**config.mk**
```make
export PLATFORM = sky130hd
export DESIGN_NAME = gdr_reply
export DESIGN_NICKNAME = d
export VERILOG_FILES = /design/src/hw/gdr_pkg.sv /design/src/hw/gdr_reply.sv
export VERILOG_INCLUDE_DIRS = /design/src /design/src/hw
export SDC_FILE = /design/constraint.sdc
export NUM_CORES = 1
export LEC_CHECK = 0
export BUFFER_PORTS_ARGS = -buffer_cell sky130_fd_sc_hd__buf_2
export CAP_MARGIN = 20
export CORE_MARGIN = 1.5
export CORE_UTILIZATION = 25
export CTS_CLUSTER_DIAMETER = 60
export DETAILED_ROUTE_END_ITERATION = 10
export PLACE_DENSITY_LB_ADDON = 0.15
export REMOVE_ABC_BUFFERS = 1
export SYNTH_ARGS = -nofsm -noshare
export SYNTH_HDL_FRONTEND = slang
export SYNTH_SLANG_ARGS = --single-unit
export TNS_END_PERCENT = 1
```
**constraint.sdc**
```tcl
create_clock -name core_clk_in -period 19.2 [get_ports core_clk_in]
set_input_delay 1.92 -clock core_clk_in [delete_from_list [all_inputs] [get_ports core_clk_in]]
set_output_delay 1.92 -clock core_clk_in [all_outputs]
set_load 0.02 [all_outputs]
```
**src/hw/gdr_params.svh**
```systemverilog
`ifndef GDR_PARAMS_SVH
`define GDR_PARAMS_SVH

// reply message identifiers, low six bits of a header
`define GDR_ID_ST0        6'h05
`define GDR_ID_ST1        6'h06
`define GDR_ID_SET2       6'h07
`define GDR_ID_GET2       6'h08
`define GDR_ACK_BIT       6
`define GDR_UNSOL_BIT     7

// status low bit positions
`define GDR_S0_TJ_WARN    0
`define GDR_S0_TJ_OVER    1
`define GDR_S0_VDD_UV     2
`define GDR_S0_VDDH_OV    3
`define GDR_S0_VDD_OV     4
`define GDR_S0_BUCK_OC    5
`define GDR_S0_BUCK_UVW   6
`define GDR_S0_BUCK_BOR   7

// status high bit positions
`define GDR_S1_EXT_UNDERVOLTAGE_LOCKOUT   2
`define GDR_S1_EXT_OC     3
`define GDR_S1_CFG_LOST   4
`define GDR_S1_LDO5_UNDERVOLTAGE_LOCKOUT  5
`define GDR_S1_RSVD_MASK  8'hC3

// reset values
`define GDR_S0_RESET      8'h01
`define GDR_S1_RESET      8'h10
`define GDR_CFG2_RESET    8'h00
`define GDR_CFG2_RSVD     8'hE0

// gate timing fields and times
`define GDR_DEAD_LSB      2
`define GDR_DEAD_MAX_NS   2000
`define GDR_DEAD_STEP_NS  250
`define GDR_BLANK_MAX_NS  4000
`define GDR_CLK_NS        100

`endif

```
**src/hw/gdr_pkg.sv**
```systemverilog
package gdr_pkg;

	typedef enum logic [1:0] {
		GDR_REQ_ST0,
		GDR_REQ_ST1,
		GDR_REQ_SET2,
		GDR_REQ_GET2
	} gdr_req_t;

	typedef enum logic [1:0] {
		GDR_IDLE,
		GDR_HEAD,
		GDR_DATA
	} gdr_state_t;

	// analog comparator levels, one per flag except config lost
	typedef struct packed {
		logic ldo5_undervoltage_lockout;
		logic ext_oc;
		logic ext_undervoltage_lockout;
		logic buck_bor;
		logic buck_uvw;
		logic buck_oc;
		logic vdd_ov;
		logic vddh_ov;
		logic vdd_uv;
		logic tj_over;
		logic tj_warn;
	} gdr_fault_t;

	typedef struct packed {
		logic [7:0] head;
		logic [7:0] data;
	} gdr_reply_t;

endpackage : gdr_pkg

```
**src/hw/gdr_reply.sv**
```systemverilog
// Functional notes
// (RULE1) status-low header: 05H nack, 45H ack, 85H unsolicited.
// (RULE2) status-high header: 06H nack, 46H ack, 86H unsolicited.
// (RULE3) status-low bit0 warns above 115C, bit1 overtemperature; warning resets set.
// (RULE4) status-low bits 2,3,4: supply undervoltage, driver overvoltage, supply overvoltage.
// (RULE5) status-low bits 5,6,7: regulator overcurrent, undervoltage warning, brown-out.
// (RULE6) status-high bit2 transistor lockout, bit3 transistor overcurrent.
// (RULE7) status-high bit4 marks configuration lost, set at start-up.
// (RULE8) status-high bit5 is 5V regulator lockout; bits 0,1,6,7 read zero.
// (RULE9) set-config reply header: 07H nack, 47H ack.
// (RULE10) get-config reply header: 08H nack, 48H ack, then configuration byte.
// (RULE11) config bits 4:2 pick dead time 2000ns minus 250ns per step.
// (RULE12) config bits 1:0 pick blanking 4us, 2us, 1us, 500ns.
// (RULE13) every reply is header byte then one data byte.
// (RULE14) header bit6 ack, bit7 unsolicited, low bits message type.
`timescale 1ns/1ns
`include "gdr_params.svh"

module gdr_reply #(
	parameter int CLK_PERIOD_NS = `GDR_CLK_NS
) (
	input  wire logic              core_clk_in,
	input  wire logic              rst_b_in,
	input  wire gdr_pkg::gdr_fault_t fault_in,
	input  wire logic              brownout_in,
	input  wire logic              req_valid_in,
	output logic                   req_ready_out,
	input  wire gdr_pkg::gdr_req_t req_kind_in,
	input  wire logic              req_ok_in,
	input  wire logic [7:0]        req_data_in,
	output logic                   tx_valid_out,
	input  wire logic              tx_ready_in,
	output logic [7:0]             tx_byte_out,
	output logic                   tx_last_out,
	output logic [7:0]             fault_status_low_out,
	output logic [7:0]             fault_status_high_out,
	output logic [7:0]             gate_timing_config_out,
	output logic [7:0]             dead_time_cycles_out,
	output logic [7:0]             blank_time_cycles_out
);

	// dead step must span a cycle, longest blanking must fit eight bits
	if (CLK_PERIOD_NS > `GDR_DEAD_STEP_NS
		|| CLK_PERIOD_NS * 255 < `GDR_BLANK_MAX_NS) begin : g_bad_period
		$error("clock period out of range");
	end

	function automatic logic [7:0] ns_to_cycles(input int ns);
		int c;
		c = (ns + CLK_PERIOD_NS - 1) / CLK_PERIOD_NS;
		if (c < 1)
			c = 1;
		if (c > 255)
			c = 255;
		return c[7:0];
	endfunction : ns_to_cycles

	function automatic logic [7:0] head_of(input logic [5:0] id, input logic ack,
		input logic unsol);
		logic [7:0] h;
		h = {2'b00, id};
		h[`GDR_ACK_BIT] = ack;
		h[`GDR_UNSOL_BIT] = unsol;
		return h;
	endfunction : head_of

	localparam logic [7:0] DEAD_RESET_CYCLES  = ns_to_cycles(`GDR_DEAD_MAX_NS);
	localparam logic [7:0] BLANK_RESET_CYCLES = ns_to_cycles(`GDR_BLANK_MAX_NS);

	gdr_pkg::gdr_fault_t fault_s1_reg;
	gdr_pkg::gdr_fault_t fault_s2_reg;
	logic                bor_s1_reg;
	logic                bor_s2_reg;
	logic [7:0]          st0_reg;
	logic [7:0]          st0_next;
	logic [7:0]          st1_reg;
	logic [7:0]          st1_next;
	logic [7:0]          cfg_reg;
	logic                pend0_reg;
	logic                pend1_reg;
	gdr_pkg::gdr_state_t state_reg;
	gdr_pkg::gdr_reply_t reply_reg;
	logic [7:0]          byte_reg;
	logic [7:0]          dead_reg;
	logic [7:0]          blank_reg;
	logic                take_req;
	logic                start_unsol;
	logic                set_ack;
	logic                head_done;
	logic                data_done;

	// two-stage pin synchronisers
	always_ff @(posedge core_clk_in or negedge rst_b_in) begin
		if (!rst_b_in) begin
			fault_s1_reg <= '0;
			fault_s2_reg <= '0;
			bor_s1_reg   <= 1'b0;
			bor_s2_reg   <= 1'b0;
		end else begin
			fault_s1_reg <= fault_in;
			fault_s2_reg <= fault_s1_reg;
			bor_s1_reg   <= brownout_in;
			bor_s2_reg   <= bor_s1_reg;
		end
	end

	assign req_ready_out = (state_reg == gdr_pkg::GDR_IDLE);
	assign take_req      = req_valid_in && req_ready_out;
	assign start_unsol   = req_ready_out && !req_valid_in && (pend0_reg || pend1_reg);
	assign set_ack       = take_req && req_ok_in && (req_kind_in == gdr_pkg::GDR_REQ_SET2)
		&& ((req_data_in & `GDR_CFG2_RSVD) == 8'h00);
	assign head_done     = (state_reg == gdr_pkg::GDR_HEAD) && tx_ready_in;
	assign data_done     = (state_reg == gdr_pkg::GDR_DATA) && tx_ready_in;

	always_comb begin
		st0_next = 8'h00;
		st0_next[`GDR_S0_TJ_WARN]  = fault_s2_reg.tj_warn; // RULE3
		st0_next[`GDR_S0_TJ_OVER]  = fault_s2_reg.tj_over; // RULE3
		st0_next[`GDR_S0_VDD_UV]   = fault_s2_reg.vdd_uv; // RULE4
		st0_next[`GDR_S0_VDDH_OV]  = fault_s2_reg.vddh_ov; // RULE4
		st0_next[`GDR_S0_VDD_OV]   = fault_s2_reg.vdd_ov; // RULE4
		st0_next[`GDR_S0_BUCK_OC]  = fault_s2_reg.buck_oc; // RULE5
		st0_next[`GDR_S0_BUCK_UVW] = fault_s2_reg.buck_uvw; // RULE5
		st0_next[`GDR_S0_BUCK_BOR] = fault_s2_reg.buck_bor; // RULE5
	end

	always_comb begin
		st1_next = 8'h00; // RULE8
		st1_next[`GDR_S1_EXT_UNDERVOLTAGE_LOCKOUT]  = fault_s2_reg.ext_undervoltage_lockout; // RULE6
		st1_next[`GDR_S1_EXT_OC]    = fault_s2_reg.ext_oc; // RULE6
		st1_next[`GDR_S1_LDO5_UNDERVOLTAGE_LOCKOUT] = fault_s2_reg.ldo5_undervoltage_lockout; // RULE8
		// lost flag: a brown-out sets it, a good config write clears it
		st1_next[`GDR_S1_CFG_LOST]  = bor_s2_reg
			|| (st1_reg[`GDR_S1_CFG_LOST] && !set_ack); // RULE7
	end

	// warning flag comes out of reset set
	always_ff @(posedge core_clk_in or negedge rst_b_in) begin
		if (!rst_b_in)
			st0_reg <= `GDR_S0_RESET; // RULE3
		else
			st0_reg <= st0_next;
	end

	always_ff @(posedge core_clk_in or negedge rst_b_in) begin
		if (!rst_b_in)
			st1_reg <= `GDR_S1_RESET; // RULE7
		else
			st1_reg <= st1_next;
	end

	// brown-out returns the timing to default
	always_ff @(posedge core_clk_in or negedge rst_b_in) begin
		if (!rst_b_in)
			cfg_reg <= `GDR_CFG2_RESET;
		else if (bor_s2_reg)
			cfg_reg <= `GDR_CFG2_RESET;
		else if (set_ack)
			cfg_reg <= req_data_in; // RULE9
	end

	// timing counts rounded up to whole cycles
	always_ff @(posedge core_clk_in or negedge rst_b_in) begin
		if (!rst_b_in) begin
			dead_reg  <= DEAD_RESET_CYCLES;
			blank_reg <= BLANK_RESET_CYCLES;
		end else begin
			dead_reg  <= ns_to_cycles(`GDR_DEAD_MAX_NS - `GDR_DEAD_STEP_NS
				* int'(cfg_reg[`GDR_DEAD_LSB +: 3])); // RULE11
			blank_reg <= ns_to_cycles(`GDR_BLANK_MAX_NS >> cfg_reg[1:0]); // RULE12
		end
	end

	// a newly raised flag queues an unsolicited report; set beats clear
	always_ff @(posedge core_clk_in or negedge rst_b_in) begin
		if (!rst_b_in) begin
			pend0_reg <= 1'b0;
			pend1_reg <= 1'b0;
		end else begin
			pend0_reg <= (|(st0_next & ~st0_reg))
				|| (pend0_reg && !(start_unsol && pend0_reg));
			pend1_reg <= (|(st1_next & ~st1_reg))
				|| (pend1_reg && !(start_unsol && !pend0_reg));
		end
	end

	always_ff @(posedge core_clk_in or negedge rst_b_in) begin
		if (!rst_b_in)
			state_reg <= gdr_pkg::GDR_IDLE;
		else begin
			unique case (state_reg)
				gdr_pkg::GDR_IDLE: begin
					if (take_req || start_unsol)
						state_reg <= gdr_pkg::GDR_HEAD;
				end
				gdr_pkg::GDR_HEAD: begin
					if (head_done)
						state_reg <= gdr_pkg::GDR_DATA; // RULE13
				end
				gdr_pkg::GDR_DATA: begin
					if (data_done)
						state_reg <= gdr_pkg::GDR_IDLE;
				end
				default: state_reg <= gdr_pkg::GDR_IDLE;
			endcase
		end
	end

	// snapshot header and data when a reply starts
	always_ff @(posedge core_clk_in or negedge rst_b_in) begin
		if (!rst_b_in)
			reply_reg <= '0;
		else if (take_req) begin
			unique case (req_kind_in)
				gdr_pkg::GDR_REQ_ST0:
					reply_reg <= '{head_of(`GDR_ID_ST0, req_ok_in, 1'b0), st0_reg}; // RULE1
				gdr_pkg::GDR_REQ_ST1:
					reply_reg <= '{head_of(`GDR_ID_ST1, req_ok_in, 1'b0), st1_reg}; // RULE2
				gdr_pkg::GDR_REQ_SET2:
					reply_reg <= '{head_of(`GDR_ID_SET2, set_ack, 1'b0),
						set_ack ? req_data_in : cfg_reg}; // RULE9
				gdr_pkg::GDR_REQ_GET2:
					reply_reg <= '{head_of(`GDR_ID_GET2, req_ok_in, 1'b0), cfg_reg}; // RULE10
			endcase
		end else if (start_unsol) begin
			if (pend0_reg)
				reply_reg <= '{head_of(`GDR_ID_ST0, 1'b0, 1'b1), st0_reg}; // RULE1
			else
				reply_reg <= '{head_of(`GDR_ID_ST1, 1'b0, 1'b1), st1_reg}; // RULE2
		end
	end

	always_ff @(posedge core_clk_in or negedge rst_b_in) begin
		if (!rst_b_in)
			byte_reg <= 8'h00;
		else if (head_done)
			byte_reg <= reply_reg.data; // RULE13
		else if (take_req || start_unsol)
			byte_reg <= 8'h00;
	end

	// header comes straight from the snapshot, data from the byte register
	assign tx_valid_out           = (state_reg != gdr_pkg::GDR_IDLE);
	assign tx_last_out            = (state_reg == gdr_pkg::GDR_DATA);
	assign tx_byte_out            = tx_last_out ? byte_reg : reply_reg.head; // RULE14
	assign fault_status_low_out   = st0_reg;
	assign fault_status_high_out  = st1_reg;
	assign gate_timing_config_out = cfg_reg;
	assign dead_time_cycles_out   = dead_reg;
	assign blank_time_cycles_out  = blank_reg;
endmodule : gdr_reply

```
==> impl_metrics.env, run 1 <==
export IMPL_place_congestion=0.849
export IMPL_cap_violations=0
export IMPL_cpMostUsedCell="inv_1"
export IMPL_synth_mux_area_share_pct=3.39
export IMPL_fillers=2198
export IMPL_syn_area_mm2=0.00542
export IMPL_cts_tree="built"
export IMPL_antenna_found_initial=1
export IMPL_worstMarginPinSlew_ps=1100
export IMPL_hold_slack_ps=348
export IMPL_arrival_ps=8530
export IMPL_synth_common_cells="79 x dfrtp_1, 46 x nand2_1, 43 x nor2_1, 35 x inv_1, 31 x ha_1"
export IMPL_synth_compound_area_share_pct=21.0
export IMPL_num_rows=53
export IMPL_clk_pin_slew_ps=60
export IMPL_ys_async_sr_fraction_pct=100
export IMPL_max_slew_margin_pct=26.3
export IMPL_postCtsSetupBuffers=0
export IMPL_cts_htree_levels=3
export IMPL_dieArea_mm2=0.0226
export IMPL_max_stage_delay_ps=700
export IMPL_cts_resized_gates=0
export IMPL_synthCells=567
export IMPL_netSwitchingPower_uw=193
export IMPL_ys_ff_latch=85
export IMPL_p_seq_share_pct=41.2
export IMPL_yosys_area_share_adder_pct=8.63
export IMPL_status="completed"
export IMPL_swShare_pct=35.3
export IMPL_fin_setup_tns_ps=0
export IMPL_clkLatencyLatePin_ps=350
export IMPL_synth_top_family_by_area="compound AO/OA/AOI/OAI gates"
export IMPL_cts_hold_buf=0
export IMPL_required_ps=19410
export IMPL_r2r_start="gate_timing_config_out[2]"
export IMPL_peakVddDrop_mv=0.0535
export IMPL_finalSetupViolations=0
export IMPL_dp_hpwl_um=11500
export IMPL_rsz0062_at_grt="false"
export IMPL_synth_flop_cell="dfrtp_1"
export IMPL_max_freq_mhz=120
export IMPL_wl_per_cell_um=16.1
export IMPL_cts_buffer_depth=2
export IMPL_synth_most_common_cell="dfrtp_1"
export IMPL_cts_sinks=85
export IMPL_drive_above_1_share_pct=20.3
export IMPL_drv_slew=0
export IMPL_end_kind="register"
export IMPL_yosysWarningCount=0
export IMPL_fin_skew_ps=10.5
export IMPL_drt_iter0_drc=220
export IMPL_crit_type="reg -> reg"
export IMPL_min_path_type="reg -> reg"
export IMPL_grt_pass1_wl_um=23800
export IMPL_grt_overflow_total=0
export IMPL_crit_fanout=14
export IMPL_port_buffers=72
export IMPL_numCtsBuffers=9
export IMPL_combPwrFrac_pct=28.6
export IMPL_yosysUniqueCellTypes=85
export IMPL_core_area_mm2=0.0212
export IMPL_drt_pre_antenna_iters=4
export IMPL_grt_max_degree=55
export IMPL_reg2reg_slack_ps=10880
export IMPL_power_density_mw_per_mm2=87.1
export IMPL_drc=0
export IMPL_synth_area_per_cell_um2=9.56
export IMPL_yosysTopAreaCell="dfrtp_1"
export IMPL_path_buf_inv=4
export IMPL_largest_reg_flops=14
export IMPL_die_h_um=150
export IMPL_critPathLaunch="gate_timing_config_out[2]"
export IMPL_first_global_vias=4411
export IMPL_antenna_left=0
export IMPL_ys_seq_area_share_pct=39.4
export IMPL_vias=4380
export IMPL_synth_top_area_share_pct=36.5
export IMPL_synthXorXnorAreaFrac_pct=2.65
export IMPL_die_w_um=150
export IMPL_routed_wl_um=14700
export IMPL_timing_final_crit_share_pct=43.3
export IMPL_cp_top_family="adder cells"
export IMPL_cp_start_kind="register"
export IMPL_synth_area_top_cells="dfrtp_1 36%, ha_1 7.2%, nand2_1 3.2%"
export IMPL_avgViaCountPerCell=4.81
export IMPL_cts_root_buf="clkbuf_16"
export IMPL_p_int_uw=355
export IMPL_fin_crit_ps=8320
export IMPL_synth_simple_area_share_pct=19.9
export IMPL_pwr_share_clk_pct=30.2
export IMPL_syn2layout_area_growth_pct=16.2
export IMPL_min_from="fault_s1_reg[5]"
export IMPL_final_core_util_pct=29.8
export IMPL_io_pins=78
export IMPL_grt_usage_pct=13.6
export IMPL_nNetsFinal=691
export IMPL_slowest_stage="fa_1"
export IMPL_leakagePower_uw=0.00291
export IMPL_start_util_pct=25.6
export IMPL_synth_edf_count=0
export IMPL_timing_final_hold_violations=0
==> stage by stage <==
stage                     area (um^2)  worst slack, ps  power, uW  cells
after global routing             6300            10180        584    909
final                            6300            10880        549    910
after CTS                        6300            10860        558    909
after floorplan                  5300            11640        333    545
after global placement           6020            11120        386    893
after detailed placement         6020            10900        388    893
==> kinds of logic after synthesis <==
family | Yosys count
AO/OA/AOI/OAI | 152
adder cells (fa/ha/maj) | 35
multiplexers | 17
flip-flops | 85
other | 2
AND/OR/NAND/NOR | 201
XOR/XNOR | 14
buffers and inverters | 61
==> layout make-up <==
| cell class | instances | area [um^2] | share of cell area (%) |
|---|---|---|---|
| clock buffers | 9 | 225 | 3.57 |
| diodes | 1 | 2.50 | 0.0397 |
| inverters | 35 | 131 | 2.09 |
| well taps | 275 | 344 | 5.46 |
| repair buffers | 73 | 370 | 5.88 |
| multi-input cells | 425 | 3040 | 48.2 |
| clock inverters | 7 | 56.3 | 0.894 |
| flip-flops and latches | 85 | 2130 | 33.9 |
==> placed cells by master, fill, tap and decap left out, drive strengths merged, types with 4 or more instances in the layout <==
| master | instances |
|---|---|
| dfrtp | 79 |
| buf | 73 |
| nand2 | 46 |
| nor2 | 43 |
| inv | 38 |
| ha | 31 |
| o21ai | 28 |
| a21oi | 24 |
| nand3 | 16 |
| nor3 | 16 |
| nand2b | 15 |
| nor2b | 11 |
| and2 | 11 |
| o22ai | 11 |
| xnor2 | 10 |
| mux2i | 9 |
| clkbuf | 9 |
| a21o | 8 |
| o31ai | 8 |
| a211oi | 8 |
| and3 | 8 |
| mux2 | 8 |
| o21a | 7 |
| a221oi | 7 |
| nor3b | 7 |
| a31oi | 6 |
| conb | 6 |
| dfstp | 6 |
| or2 | 5 |
| nand3b | 4 |
| nor4 | 4 |
| a22o | 4 |
| o211ai | 4 |
| fa | 4 |
| a31o | 4 |
| a2111oi | 4 |
==> per-layer routing <==
metal	up-vias	GRT usage, %	routed length (um)
met2	89	20.9	6580
met5	-	0	0
met3	15	2.33	607
li1	2157	-	-
met1	2119	19.1	7280
met4	0	4.85	210
==> power groups by stage <==
| stage | sequential [uW] | combinational, uW | clock, uW |
|---|---|---|---|
| final | 226 | 157 | 166 |
| after global routing | 230 | 174 | 179 |
| after CTS | 227 | 159 | 172 |
| after detailed placement | 230 | 158 | 0 |
| after global placement | 229 | 157 | 0 |
| after floorplan | 228 | 105 | 0 |
==> worst register-to-register path, delay by kind of cell (launching register included) <==
family,cells,cell delay [ps]
simple gates,7,1820
mux,2,730
buf+inv,4,890
flops,1,600
fa+ha+maj,4,1870
xor+xnor,2,470
compound gates,7,1810
==> worst paths after layout <==
path	cells after the start	endpoint
min reg2reg	0	fault_s2_reg[5]
min in group asynchronous	1	blank_time_cycles_out[2]
max	26	dead_time_cycles_out[0]
max reg2reg	26	dead_time_cycles_out[0]
min	0	fault_s2_reg[5]
max in group asynchronous	2	bor_s2_reg
(Power assumes the default switching activity.)
==> run 2: changes to the inputs <==
Settings changed: ABC_AREA set to 1.
Clock period 19.2 ns to 6.8 ns, I/O delays scaled along.
==> run 2 against run 1 <==
Final cell count up 16%. Fmax up 35%. Largest power group is now combinational logic. Sequential cell count unchanged. Synthesized cell count up 20%. Critical endpoint unchanged. Critical path type unchanged.
==> impl_metrics.env, run 2 <==
export IMPL_status="completed"
export IMPL_grt_pass1_wl_um=23200
export IMPL_fillers=2339
export IMPL_cts_tree="built"
export IMPL_final_setup_worst_slack_ps=646
export IMPL_yosysWarningCount=0
export IMPL_dp_hpwl_um=10800
export IMPL_port_buffers=72
export IMPL_syn2layout_area_growth_pct=20.7
export IMPL_first_global_vias=4499
export IMPL_min_path_type="in -> async"
export IMPL_avgViaCountPerCell=4.38
export IMPL_ys_ff_latch=85
export IMPL_reg2reg_slack_ps=650
export IMPL_diodes=0
export IMPL_synth_edf_count=0
export IMPL_r2r_start="gate_timing_config_out[2]"
export IMPL_drc=0
export IMPL_fin_setup_tns_ps=0
export IMPL_slowest_stage="fa_2"
export IMPL_vias=4629
export IMPL_timing_final_crit_share_pct=90.5
export IMPL_r2r_worst_path_cells=41
export IMPL_fin_crit_ps=6150
export IMPL_num_rows=54
export IMPL_max_stage_delay_ps=560
export IMPL_crit_fanout=10
export IMPL_die_h_um=151
export IMPL_timing_final_hold_violations=0
export IMPL_cts_htree_levels=3
export IMPL_max_slew_margin_pct=56.9
export IMPL_power_density_mw_per_mm2=300
export IMPL_crit_type="reg -> reg"
export IMPL_drive_above_1_share_pct=24.1
export IMPL_cts_buffer_depth=2
export IMPL_fin_skew_ps=8.40
export IMPL_cap_violations=0
export IMPL_finalSetupViolations=0
export IMPL_synth_top_area_share_pct=35.9
export IMPL_peakVddDrop_mv=0.191
export IMPL_cpMostUsedCell="nand2_1"
export IMPL_yosysUniqueCellTypes=52
export IMPL_largest_reg_flops=14
export IMPL_end_kind="register"
export IMPL_cts_sinks=85
export IMPL_power_total_uw=1990
export IMPL_antenna_left=0
export IMPL_antenna_found_initial=0
export IMPL_ys_seq_area_share_pct=38.8
export IMPL_start_util_pct=25.4
export IMPL_leakagePower_uw=0.00335
export IMPL_worstMarginPinSlew_ps=645
export IMPL_synth_most_common_cell="nand2_1"
export IMPL_clkLatencyLatePin_ps=350
export IMPL_drv_slew=0
export IMPL_cts_root_buf="clkbuf_16"
export IMPL_wl_per_cell_um=13.3
export IMPL_place_congestion=0.799
export IMPL_syn_area_mm2=0.00550
export IMPL_dp_worst_setup_slack_ps=319
export IMPL_synth_common_cells="129 x nand2_1, 97 x inv_1, 79 x dfrtp_1, 62 x nor2_1, 47 x nand3_1"
export IMPL_nNetsFinal=833
export IMPL_grt_overflow_total=0
export IMPL_dieArea_mm2=0.0229
export IMPL_max_freq_mhz=162
export IMPL_layout_commonest_cell="nand2_1"
export IMPL_yosysTopAreaCell="dfrtp_1"
export IMPL_io_pins=78
export IMPL_arrival_ps=6430
export IMPL_hold_slack_ps=151
export IMPL_grt_usage_pct=13.0
export IMPL_clk_pin_slew_ps=60
export IMPL_grt_max_degree=78
export IMPL_synthCells=682
export IMPL_final_cell_mix="127 x nand2_1, 95 x inv_1, 79 x dfrtp_1"
export IMPL_drt_pre_antenna_iters=4
export IMPL_required_ps=7070
export IMPL_synth_area_top_cells="dfrtp_1 36%, nand2_1 8.8%, ha_1 7.1%"
export IMPL_ys_async_sr_fraction_pct=100
export IMPL_core_area_mm2=0.0217
export IMPL_cp_start_kind="register"
export IMPL_synth_flop_cell="dfrtp_1"
export IMPL_rsz0062_at_grt="false"
export IMPL_routed_wl_um=14100
export IMPL_timing_rr_end="dead_time_cycles_out[0]"
export IMPL_die_w_um=151
export IMPL_synth_area_per_cell_um2=8.07
export IMPL_numCtsBuffers=9
export IMPL_drt_iter0_drc=205
==> run 2: routing by layer <==
| layer | vias up | part of all wire [%] | global-route usage [%] |
|---|---|---|---|
| li1 | 2403 | - | - |
| met1 | 2129 | 48 | 17.3 |
| met2 | 79 | 47 | 21.2 |
| met3 | 18 | 3.4 | 2.47 |
| met4 | 0 | 1.5 | 3.98 |
| met5 | - | 0 | 0 |
==> run 2: worst max path at each step <==
stage                                   start                 endpoint  slack [ps]  cells after the start
CTS                 gate_timing_config_out[2]  dead_time_cycles_out[0]         260                     41
floorplan           gate_timing_config_out[2]  dead_time_cycles_out[0]         750                     41
global placement    gate_timing_config_out[2]  dead_time_cycles_out[0]         380                     43
global route        gate_timing_config_out[2]  dead_time_cycles_out[1]          10                     44
finish              gate_timing_config_out[2]  dead_time_cycles_out[0]         650                     41
detailed placement  gate_timing_config_out[2]  dead_time_cycles_out[0]         320                     41
==> run 2: timing repair <==
item	4_1_cts	5_1_grt
setup endpoints to repair	0	8
endpoints found under the hold margin	0	0
resized for setup	0	18
hold buffers	0	0
setup buffers	0	9
==> run 2: kinds of logic (layout without fill, tap and decap cells) <==
| logic type | count (synthesis) | after routing | synth area share (%) |
|---|---|---|---|
| other cells | 2 | 6 | 0.137 |
| xor+xnor | 13 | 13 | 2.21 |
| buf+inv | 123 | 212 | 9.10 |
| simple gates | 321 | 322 | 29.7 |
| fa+ha+maj | 35 | 35 | 8.51 |
| compound gates | 103 | 103 | 11.5 |
| flops | 85 | 85 | 38.8 |
==> run 2: final cells by class <==
type,instances,area [um^2],area share [%]
clock buffers,9,225,3.39
multi-input cells,479,2940,44.3
flip-flops and latches,85,2130,32.1
well taps,280,350,5.28
inverters,108,410,6.18
repair buffers,88,503,7.57
clock inverters,7,75.1,1.13
==> run 2: metrics by stage <==
step                      instance area [um^2]  instances  util, %
after CTS                                 6480       1045     29.9
final                                     6640       1056     30.6
after detailed placement                  6180       1029     28.5
after global placement                    6180       1029     28.5
after global routing                      6640       1056     30.6
after floorplan                           5420        671        -
==> run 2: critical path, delay by kind of cell, from the launching register on <==
| family | cells | cell delay (ps) |
|---|---|---|
| buf+inv | 6 | 600 |
| simple gates | 29 | 3100 |
| fa+ha+maj | 4 | 1700 |
| flops | 1 | 390 |
| compound gates | 2 | 280 |
==> run 2: power breakdown <==
part	switching [uW]	total [uW]	leakage [uW]	internal, uW
combinational	573	869	0.00218	296
clock	227	487	0.000145	260
sequential	36.4	635	0.00103	598
total	837	1990	0.00335	1150
